==> src/hw/timer16_regs.svh <==
`ifndef TIMER16_REGS_SVH
`define TIMER16_REGS_SVH
// Function
// - A software read of the up-counter never loads the second capture/compare register.
// - A counter read briefly holds the count clock; one tick is kept pending, and a second pending tick is lost.
// - With first compare zero in free-run or edge-clear mode, the match fires on the step 0 to 1.
// - A compare value below the count is reached only after overflow and restart from zero.
// - A first capture/compare register in compare mode is not loaded by a capture trigger.
// - The counter runs whenever the two run-mode bits are not both zero.
// - With first compare at ffff the overflow flag sets on the step from ffff to 0000.
// - Captures happen on a synchronized edge-input rise; their request follows on the next count tick.
`define ADDR_COUNTER   4'h0
`define ADDR_CC0       4'h1
`define ADDR_CC1       4'h2
`define ADDR_MODE      4'h3
`define ADDR_STATUS    4'h4
`define MODE_RUN_LO    0
`define MODE_RUN_HI    1
`define MODE_OVF       2
`define MODE_CC0_CAP   3
`define MODE_CC1_CAP   4
`define MODE_PIN_OUT   5
`define MODE_RESET     8'h00
`define CC_RESET       16'h0000
`define MAX_COUNT      16'hffff
`endif

==> src/hw/timer16_pkg.sv <==
package timer16_pkg;
  typedef enum logic [1:0] {RUN_STOP, RUN_FREE, RUN_EDGE_CLEAR, RUN_MATCH_CLEAR} run_e;
  typedef struct packed {
    logic [3:0]  addr;
    logic [15:0] wdata;
    logic        wr;
    logic        rd;
  } bus_req_s;
endpackage : timer16_pkg

==> src/hw/edge_sync.sv <==
`timescale 1ns/1ps
module edge_sync (
  input  wire logic ref_clk,
  input  wire logic rst_n,
  input  wire logic pin,
  output logic      level,
  output logic      rise,
  output logic      fall
);
  typedef struct packed {
    logic s1;
    logic s2;
    logic s3;
  } st_s;
  st_s st_q, st_d;
  always_comb begin
    st_d    = st_q;
    st_d.s1 = pin;
    st_d.s2 = st_q.s1;
    st_d.s3 = st_q.s2;
  end
  always_ff @(posedge ref_clk) begin
    if (!rst_n) st_q <= '0;
    else st_q <= st_d;
  end
  assign level = st_q.s2;
  assign rise  = st_q.s2 & ~st_q.s3;
  assign fall  = ~st_q.s2 & st_q.s3;
endmodule : edge_sync

==> src/hw/timer16_capture_compare.sv <==
`timescale 1ns/1ps
`include "timer16_regs.svh"
module timer16_capture_compare import timer16_pkg::*; (
  input  wire logic        ref_clk,
  input  wire logic        rst_n,
  input  wire logic        countTick,
  input  wire logic        firstEdgeInput,
  input  wire logic        sharedPortPinIn,
  input  wire bus_req_s    busReq,
  output logic      [15:0] rdata,
  output logic             firstMatchIrq,
  output logic             secondMatchIrq,
  output logic             timerOutput,
  output logic             timerOutputEn
);
  typedef struct packed {
    logic [15:0] cnt;
    logic [15:0] cc0;
    logic [15:0] cc1;
    logic [7:0]  mode;
    logic        ovf;
    logic [15:0] rdata;
    logic        irq0;
    logic        irq1;
    logic        pendIrq0;
    logic        pendIrq1;
    logic        held;
    logic        tout;
    logic        toutEn;
    logic        clearNext;
  } st_s;
  st_s st_q, st_d;
  logic e0Lvl, e0Rise, e0Fall;
  logic e1Lvl, e1Rise, e1Fall;
  logic [1:0] runBits;
  run_e runMode;
  logic running, tick, capTrig0, capTrig1, wrap, readCnt;

  edge_sync u_sync0 (
    .ref_clk (ref_clk),
    .rst_n   (rst_n),
    .pin     (firstEdgeInput),
    .level   (e0Lvl),
    .rise    (e0Rise),
    .fall    (e0Fall)
  );
  edge_sync u_sync1 (
    .ref_clk (ref_clk),
    .rst_n   (rst_n),
    .pin     (sharedPortPinIn),
    .level   (e1Lvl),
    .rise    (e1Rise),
    .fall    (e1Fall)
  );

  always_comb begin
    runBits  = {st_q.mode[`MODE_RUN_HI], st_q.mode[`MODE_RUN_LO]};
    runMode  = run_e'(runBits);
    running  = (runMode != RUN_STOP);
    readCnt  = busReq.rd && (busReq.addr == `ADDR_COUNTER);
    // Tick that lands during a read is held until the first cycle without a read, not dropped
    tick     = running && (countTick || st_q.held) && !readCnt;
    // Capture on the synchronized rise of the edge input: sample without waiting for a tick
    capTrig0 = running && e0Rise;
    capTrig1 = running && e1Rise && !st_q.mode[`MODE_PIN_OUT];
    wrap     = (st_q.cnt == `MAX_COUNT);
  end

  always_comb begin
    st_d      = st_q;
    st_d.irq0 = 1'b0;
    st_d.irq1 = 1'b0;
    // One pending bit only: ticks and counter reads must not pile up back to back
    st_d.held = running && (readCnt ? (countTick || st_q.held)
                                    : (countTick && st_q.held));
    if (running && (st_q.pendIrq0 || st_q.pendIrq1) && tick) begin
      st_d.irq0     = st_q.pendIrq0;
      st_d.irq1     = st_q.pendIrq1;
      st_d.pendIrq0 = 1'b0;
      st_d.pendIrq1 = 1'b0;
    end
    if (!running) begin
      st_d.cnt       = 16'h0000;
      st_d.clearNext = 1'b0;
      st_d.pendIrq0  = 1'b0;
      st_d.pendIrq1  = 1'b0;
    end else if (tick) begin
      if (st_q.clearNext || (runMode == RUN_EDGE_CLEAR && e0Rise)) begin
        st_d.cnt = 16'h0000;
      end else begin
        st_d.cnt = st_q.cnt + 16'h0001;
      end
      st_d.clearNext = 1'b0;
      if (wrap) st_d.ovf = 1'b1;
      // Match is seen on the stepped value, so zero fires on 0 to 1 after wrap
      if (!st_q.mode[`MODE_CC0_CAP] && st_d.cnt == st_q.cc0
          && st_d.cnt != 16'h0000) begin
        st_d.irq0 = 1'b1;
        if (runMode == RUN_MATCH_CLEAR) st_d.clearNext = 1'b1;
        st_d.tout = ~st_q.tout;
      end
      if (!st_q.mode[`MODE_CC0_CAP] && st_q.cc0 == 16'h0000 && st_q.cnt == 16'h0000
          && st_d.cnt == 16'h0001 && runMode != RUN_MATCH_CLEAR) begin
        st_d.irq0 = 1'b1;
      end
      if (!st_q.mode[`MODE_CC1_CAP] && st_d.cnt == st_q.cc1) st_d.irq1 = 1'b1;
    end
    // Only edge triggers capture; a counter read never reaches this path
    if (capTrig0 && st_q.mode[`MODE_CC0_CAP]) begin
      st_d.cc0      = st_q.cnt;
      st_d.pendIrq0 = 1'b1;
    end
    if (capTrig1 && st_q.mode[`MODE_CC1_CAP]) begin
      st_d.cc1      = st_q.cnt;
      st_d.pendIrq1 = 1'b1;
    end
    st_d.toutEn = st_q.mode[`MODE_PIN_OUT];
    if (busReq.wr) begin
      case (busReq.addr)
        `ADDR_CC0:  st_d.cc0 = busReq.wdata;
        `ADDR_CC1:  st_d.cc1 = busReq.wdata;
        `ADDR_MODE: begin
          st_d.mode = busReq.wdata[7:0];
          // Overflow flag only clears; a wrap in this cycle still wins
          if (!busReq.wdata[`MODE_OVF] && !(tick && wrap)) st_d.ovf = 1'b0;
        end
        default: ;
      endcase
    end
    st_d.rdata = 16'h0000;
    if (busReq.rd) begin
      case (busReq.addr)
        `ADDR_COUNTER: st_d.rdata = st_q.cnt;
        `ADDR_CC0:     st_d.rdata = st_q.cc0;
        `ADDR_CC1:     st_d.rdata = st_q.cc1;
        `ADDR_MODE:    st_d.rdata = {8'h00, st_q.mode[7:3], st_q.ovf, st_q.mode[1:0]};
        `ADDR_STATUS:  st_d.rdata = {13'h0000, e1Lvl, e0Lvl, running};
        default:       st_d.rdata = 16'h0000;
      endcase
    end
  end

  always_ff @(posedge ref_clk) begin
    if (!rst_n) begin
      st_q      <= '0;
      st_q.mode <= `MODE_RESET;
      st_q.cc0  <= `CC_RESET;
      st_q.cc1  <= `CC_RESET;
    end else begin
      st_q <= st_d;
    end
  end

  assign rdata          = st_q.rdata;
  assign firstMatchIrq  = st_q.irq0;
  assign secondMatchIrq = st_q.irq1;
  assign timerOutput    = st_q.tout;
  assign timerOutputEn  = st_q.toutEn;

  property p_stop_idle;
    @(posedge ref_clk) disable iff (!rst_n)
      !running |=> (st_q.cnt == 16'h0000);
  endproperty
  a_stop_idle: assert property (p_stop_idle) else $error("Counter not zero when stopped");

  property p_read_no_cap;
    @(posedge ref_clk) disable iff (!rst_n)
      (readCnt && !capTrig1 && !busReq.wr) |=> $stable(st_q.cc1);
  endproperty
  a_read_no_cap: assert property (p_read_no_cap) else $error("Read loaded capture reg");

  property p_held_tick;
    @(posedge ref_clk) disable iff (!rst_n)
      (running && countTick && readCnt && !st_q.held) |=> st_q.held;
  endproperty
  a_held_tick: assert property (p_held_tick) else $error("Tick lost on read");

  property p_ovf;
    @(posedge ref_clk) disable iff (!rst_n)
      (tick && wrap) |=> st_q.ovf && st_q.cnt == 16'h0000;
  endproperty
  a_ovf: assert property (p_ovf) else $error("Overflow flag missed");

  property p_clear_match;
    @(posedge ref_clk) disable iff (!rst_n)
      (st_q.clearNext && tick && running) |=> st_q.cnt == 16'h0000;
  endproperty
  a_clear_match: assert property (p_clear_match) else $error("No clear on match");

  property p_cap_compare;
    @(posedge ref_clk) disable iff (!rst_n)
      (!st_q.mode[`MODE_CC0_CAP] && !busReq.wr) |=> $stable(st_q.cc0);
  endproperty
  a_cap_compare: assert property (p_cap_compare) else $error("Compare reg captured");

  property p_cap_irq;
    @(posedge ref_clk) disable iff (!rst_n)
      (st_q.pendIrq1 && running && tick) |=> secondMatchIrq;
  endproperty
  a_cap_irq: assert property (p_cap_irq) else $error("Capture request not raised");

  property p_zero_wrap;
    @(posedge ref_clk) disable iff (!rst_n)
      (running && runMode != RUN_MATCH_CLEAR && !st_q.mode[`MODE_CC0_CAP]
       && st_q.cc0 == 16'h0000 && st_q.cnt == 16'h0000 && tick && !st_q.clearNext
       && !(runMode == RUN_EDGE_CLEAR && e0Rise)) |=> firstMatchIrq;
  endproperty
  a_zero_wrap: assert property (p_zero_wrap) else $error("Zero compare match missed");

  property p_rdata_idle;
    @(posedge ref_clk) disable iff (!rst_n)
      !busReq.rd |=> rdata == 16'h0000;
  endproperty
  a_rdata_idle: assert property (p_rdata_idle) else $error("Read data not idle");

  property p_rdata_cnt;
    @(posedge ref_clk) disable iff (!rst_n)
      (busReq.rd && busReq.addr == `ADDR_COUNTER) |=> rdata == $past(st_q.cnt);
  endproperty
  a_rdata_cnt: assert property (p_rdata_cnt) else $error("Counter read wrong");

  property p_rdata_cc0;
    @(posedge ref_clk) disable iff (!rst_n)
      (busReq.rd && busReq.addr == `ADDR_CC0) |=> rdata == $past(st_q.cc0);
  endproperty
  a_rdata_cc0: assert property (p_rdata_cc0) else $error("First register read wrong");

  property p_rdata_cc1;
    @(posedge ref_clk) disable iff (!rst_n)
      (busReq.rd && busReq.addr == `ADDR_CC1) |=> rdata == $past(st_q.cc1);
  endproperty
  a_rdata_cc1: assert property (p_rdata_cc1) else $error("Second register read wrong");

  property p_rdata_unmapped;
    @(posedge ref_clk) disable iff (!rst_n)
      (busReq.rd && busReq.addr > `ADDR_STATUS) |=> rdata == 16'h0000;
  endproperty
  a_rdata_unmapped: assert property (p_rdata_unmapped) else $error("Unmapped read not zero");

  property p_wr_cc1;
    @(posedge ref_clk) disable iff (!rst_n)
      (busReq.wr && busReq.addr == `ADDR_CC1) |=> st_q.cc1 == $past(busReq.wdata);
  endproperty
  a_wr_cc1: assert property (p_wr_cc1) else $error("Second register write lost");

  property p_wr_mode;
    @(posedge ref_clk) disable iff (!rst_n)
      (busReq.wr && busReq.addr == `ADDR_MODE) |=> st_q.mode == $past(busReq.wdata[7:0]);
  endproperty
  a_wr_mode: assert property (p_wr_mode) else $error("Mode write lost");

  property p_stop_quiet;
    @(posedge ref_clk) disable iff (!rst_n)
      !running |=> !firstMatchIrq && !secondMatchIrq;
  endproperty
  a_stop_quiet: assert property (p_stop_quiet) else $error("Request while stopped");

  property p_read_freeze;
    @(posedge ref_clk) disable iff (!rst_n)
      (running && readCnt) |=> $stable(st_q.cnt);
  endproperty
  a_read_freeze: assert property (p_read_freeze) else $error("Count moved during read");

  property p_held_count;
    @(posedge ref_clk) disable iff (!rst_n)
      (st_q.held && running && !readCnt && runMode != RUN_EDGE_CLEAR) |=> !$stable(st_q.cnt);
  endproperty
  a_held_count: assert property (p_held_count) else $error("Held tick not applied");

  property p_ovf_hold;
    @(posedge ref_clk) disable iff (!rst_n)
      (st_q.ovf && !(busReq.wr && busReq.addr == `ADDR_MODE)) |=> st_q.ovf;
  endproperty
  a_ovf_hold: assert property (p_ovf_hold) else $error("Overflow flag dropped");

  property p_ovf_only_wrap;
    @(posedge ref_clk) disable iff (!rst_n)
      (!st_q.ovf && !(tick && wrap)) |=> !st_q.ovf;
  endproperty
  a_ovf_only_wrap: assert property (p_ovf_only_wrap) else $error("Overflow without wrap");

  property p_cap1_load;
    @(posedge ref_clk) disable iff (!rst_n)
      (capTrig1 && st_q.mode[`MODE_CC1_CAP] && !busReq.wr) |=> st_q.cc1 == $past(st_q.cnt);
  endproperty
  a_cap1_load: assert property (p_cap1_load) else $error("Second capture wrong");

  property p_cap0_load;
    @(posedge ref_clk) disable iff (!rst_n)
      (capTrig0 && st_q.mode[`MODE_CC0_CAP] && !busReq.wr) |=> st_q.cc0 == $past(st_q.cnt);
  endproperty
  a_cap0_load: assert property (p_cap0_load) else $error("First capture wrong");

  property p_pin_out;
    @(posedge ref_clk) disable iff (!rst_n)
      st_q.mode[`MODE_PIN_OUT] |=> timerOutputEn;
  endproperty
  a_pin_out: assert property (p_pin_out) else $error("Output enable missing");

  property p_pin_no_cap;
    @(posedge ref_clk) disable iff (!rst_n)
      (st_q.mode[`MODE_PIN_OUT] && !busReq.wr) |=> $stable(st_q.cc1);
  endproperty
  a_pin_no_cap: assert property (p_pin_no_cap) else $error("Output pin captured");

  property p_match_irq;
    @(posedge ref_clk) disable iff (!rst_n)
      (running && tick && !st_q.mode[`MODE_CC0_CAP] && st_q.cc0 != 16'h0000
       && st_q.cnt == st_q.cc0 - 16'h0001 && !st_q.clearNext
       && !(runMode == RUN_EDGE_CLEAR && e0Rise)) |=> firstMatchIrq;
  endproperty
  a_match_irq: assert property (p_match_irq) else $error("Match request missed");

  property p_match_clear_set;
    @(posedge ref_clk) disable iff (!rst_n)
      (running && tick && runMode == RUN_MATCH_CLEAR && !st_q.mode[`MODE_CC0_CAP]
       && st_q.cc0 != 16'h0000 && st_q.cnt == st_q.cc0 - 16'h0001
       && !st_q.clearNext) |=> st_q.clearNext;
  endproperty
  a_match_clear_set: assert property (p_match_clear_set) else $error("Clear not armed");
endmodule : timer16_capture_compare

==> config.mk <==
export PLATFORM = sky130hd
export DESIGN_NAME = timer16_capture_compare
export DESIGN_NICKNAME = d
export VERILOG_FILES = /design/src/hw/timer16_pkg.sv /design/src/hw/edge_sync.sv /design/src/hw/timer16_capture_compare.sv
export VERILOG_INCLUDE_DIRS = /design/src /design/src/hw
export SDC_FILE = /design/constraint.sdc
export NUM_CORES = 1
export LEC_CHECK = 0
export BUFFER_PORTS_ARGS = -buffer_cell sky130_fd_sc_hd__buf_2
export CAP_MARGIN = 30
export CORE_UTILIZATION = 61
export CTS_CLUSTER_SIZE = 30
export DETAILED_ROUTE_END_ITERATION = 6
export HOLD_SLACK_MARGIN = 0.03
export PLACE_DENSITY = 0.81
export SLEW_MARGIN = 25
export SYNTH_ARGS = -nofsm -noshare
export SYNTH_HDL_FRONTEND = slang
export SYNTH_SLANG_ARGS = --single-unit
export TNS_END_PERCENT = 20
==> constraint.sdc <==
create_clock -name ref_clk -period 3.7 [get_ports ref_clk]
set_clock_uncertainty 0.15 [all_clocks]
set_input_delay 0.37 -clock ref_clk [delete_from_list [all_inputs] [get_ports ref_clk]]
set_output_delay 0.37 -clock ref_clk [all_outputs]
set_load 0.005 [all_outputs]
==> flow_summary.ini <==
[run_status]
status = finished clean

[global_routing]
grt_pass1_vias = 4975
busiest_layer = met2
grt_pass1_wl_um = 27700
met3_usage_pct = 8.67
grt_overflow = 0
met1_usage_pct = 53.4
grtUsageMet2_pct = 56.1
grt_usage_pct = 37.9
antenna_found_initial = 0
grt_max_degree = 57

[placed_design]
port_buffers = 46
hpwl_um = 12800
gp_congestion = 0.957
dpl-instance-area_mm2 = 0.00567

[routing]
via_count = 5249
drt-total-wl_um = 17600
drc = 0
firstDrtPassIters = 5
drt_iter0_drc = 614
wl_per_cell_um = 22.7
drt-vias-per-instance = 6.78
ant_nets = 0

[timing]
slew_viol_final = 0
setup_viol = 0
finalHoldViolations = 0
finalSetupTns_ns = 0
maxSlewHeadroom_pct = 53.2
finalCritPeriodShare_pct = 90.2
rsz0062_at_grt = no
fmax_mhz = 300
fin_crit_ns = 3.34
worst_pin_slew_ns = 0.700

[synth]
synth.most_common_cell = dfxtp_1
seq_area_frac_synth_pct = 31.3
synth_edf_count = 0
syn-cell-area_mm2 = 0.00550
syn-instance-count = 654
synth_seq_cells = 86
syn_avg_cell_area_um2 = 8.42
yosys_most_used_dff = dfxtp_1
synthTopCellsByCount = dfxtp_1, nand2_1, nor2_1
ys_warn_count = 0
synthArstFlopShare_pct = 0
yosysTopAreaCellShare_pct = 31.3
synth_fp_nets = 683
yosys-top-cells-area = dfxtp_1, mux2i_1, o211a_1, nand2_1, nor2_1
ys_types = 74
yosysTopAreaCell = dfxtp_1

[min_path]
hp-class = primary input to flop
min_to = u_sync1.st_d[1]
holdCritStartpoint = sharedPortPinIn
min_path_cells = 2

[pwr]
ir_drop_uv = 255
power_density_mw_per_mm2 = 299
leakagePower_nw = 2.53

[cells_and_area]
drive_gt1_share_pct = 16.5
fin_area_mm2 = 0.00587
nFillCells = 746
area_delta_synth_final_pct = 6.59
nets = 691
seq_area_mm2 = 0.00172
largest_reg_flops = 57
num_antenna_cells = 0
largest-register = st_q
multiInputGateArea_mm2 = 0.00336

[setup_path]
crit_chain = ha_1, nand4_1, nor3_1, xnor2_1, nor4b_1, a31oi_1, o2bb2ai_1, nand4_1, o31ai_1
slowest_delay_ns = 0.60
r2r_slack_ns = 0.36
timing.rr.end = secondMatchIrq
end_kind = flop
crit_family = simple AND/OR/NAND/NOR gates
cp_num_buf_inv = 0
worst-setup-path-type = flop to flop
cp_max_fo = 13
crit_path_top_delay_cell = nor3_1
cpMostUsedCell = nand4_1
cp.required_ns = 3.83
arrival_ns = 3.47
cp-start-kind = flop
setup.worst_path.start = st_q[65]
rr_startpoint = st_q[65]
r2r.worst_path.cells = 9

[clocking]
clk_pin_slew_ns = 0.10
cts-root-buf = clkbuf_8
clkLatencyLatePin_ns = 0.36
cts_tree = built
cts_buffers = 9
clockBufferDepth = 2
cts.htree.levels = 3
ctsResizeCount = 0
cts_sinks = 86
ctsHoldBuffers = 0
post_cts_buffers = 0

[job]
cap_viol_max_count = 0

[floorplanning]
start_util_pct = 63.1
die_w_um = 97.0
core_area_mm2 = 0.00872
rows = 34
dieHeight_um = 97.0
dieArea_mm2 = 0.00941
ios = 47
cells in the final DEF, fill, tap and decap left out, types with 3 or more instances in the layout:
| cell | n |
|---|---|
| dfxtp_1 | 86 |
| nand2_1 | 64 |
| nor2_1 | 61 |
| mux2i_1 | 47 |
| buf_2 | 46 |
| a21oi_1 | 36 |
| o211a_1 | 32 |
| buf_4 | 25 |
| xnor2_1 | 20 |
| o21ai_0 | 19 |
| nand4_1 | 17 |
| nor2b_1 | 17 |
| nor3_1 | 13 |
| nor4_1 | 13 |
| nand3_1 | 12 |
| o211ai_1 | 11 |
| inv_1 | 10 |
| clkbuf_8 | 9 |
| and2_1 | 8 |
| or3_1 | 7 |
| xor2_1 | 7 |
| nor4b_1 | 6 |
| and3_1 | 6 |
| a211oi_1 | 6 |
| nand2b_1 | 6 |
| o22ai_1 | 5 |
| mux4_2 | 5 |
| nand4b_1 | 4 |
| or4_1 | 4 |
| and4_1 | 3 |
| o31ai_1 | 3 |
| mux2_2 | 3 |
| a31oi_1 | 3 |
| clkinvlp_4 | 3 |
routing by layer:
metal | wire length [um] | up-vias
li1 | - | 2384
met1 | 7320 | 2497
met2 | 7680 | 323
met3 | 2000 | 45
met4 | 578 | 0
met5 | 0 | -
kinds of logic after synthesis:
group | after synthesis | synth area share (%)
compound gates | 144 | 19.6
mux | 56 | 11.5
simple gates | 253 | 24.7
fa+ha+maj | 3 | 0.636
buf+inv | 84 | 7.66
flops | 86 | 31.3
xor+xnor | 28 | 4.71
cell type report:
class | count | area share [%]
multi-input cells | 484 | 57.3
flip-flops and latches | 86 | 29.3
repair buffers | 71 | 7.12
well taps | 108 | 2.30
clock buffers | 9 | 2.11
clock inverters | 6 | 1.19
inverters | 10 | 0.640
report_power, final:
| part | switching [mW] | internal [mW] | total [mW] |
|---|---|---|---|
| registers | 0.0180 | 0.936 | 0.954 |
| clock network | 0.368 | 0.313 | 0.682 |
| logic | 0.0689 | 0.0515 | 0.120 |
through the flow:
stage               instances  hold WS [ns]  worst slack [ns]  power, mW  util [%]
finish                    774        0.0547             0.362       1.76      67.3
floorplan                 654         0.262              1.14       1.05         -
global placement          759         0.266             0.574       1.09      65.1
CTS                       774        0.0536             0.461       1.75      67.3
detailed placement        759         0.278             0.481       1.09      65.1
global route              774        0.0546             0.121       1.81      67.3
worst reg2reg max path, cell delays in order (launching register included):
cell	delay, ns
dfxtp_1	0.59
ha_1	0.42
nand4_1	0.51
nor3_1	0.61
xnor2_1	0.20
nor4b_1	0.26
a31oi_1	0.07
o2bb2ai_1	0.15
nand4_1	0.10
o31ai_1	0.20
how the worst max path moves through the flow:
| stage | cells past startpoint | endpoint | slack, ns |
|---|---|---|---|
| after global placement | 9 | timerOutput | 0.57 |
| after CTS | 9 | timerOutput | 0.46 |
| after floorplan | 11 | timerOutput | 1.14 |
| after detailed placement | 9 | timerOutput | 0.48 |
| after global routing | 9 | st_q[0] | 0.12 |
| final | 9 | secondMatchIrq | 0.36 |
(Power assumes the default switching activity.)
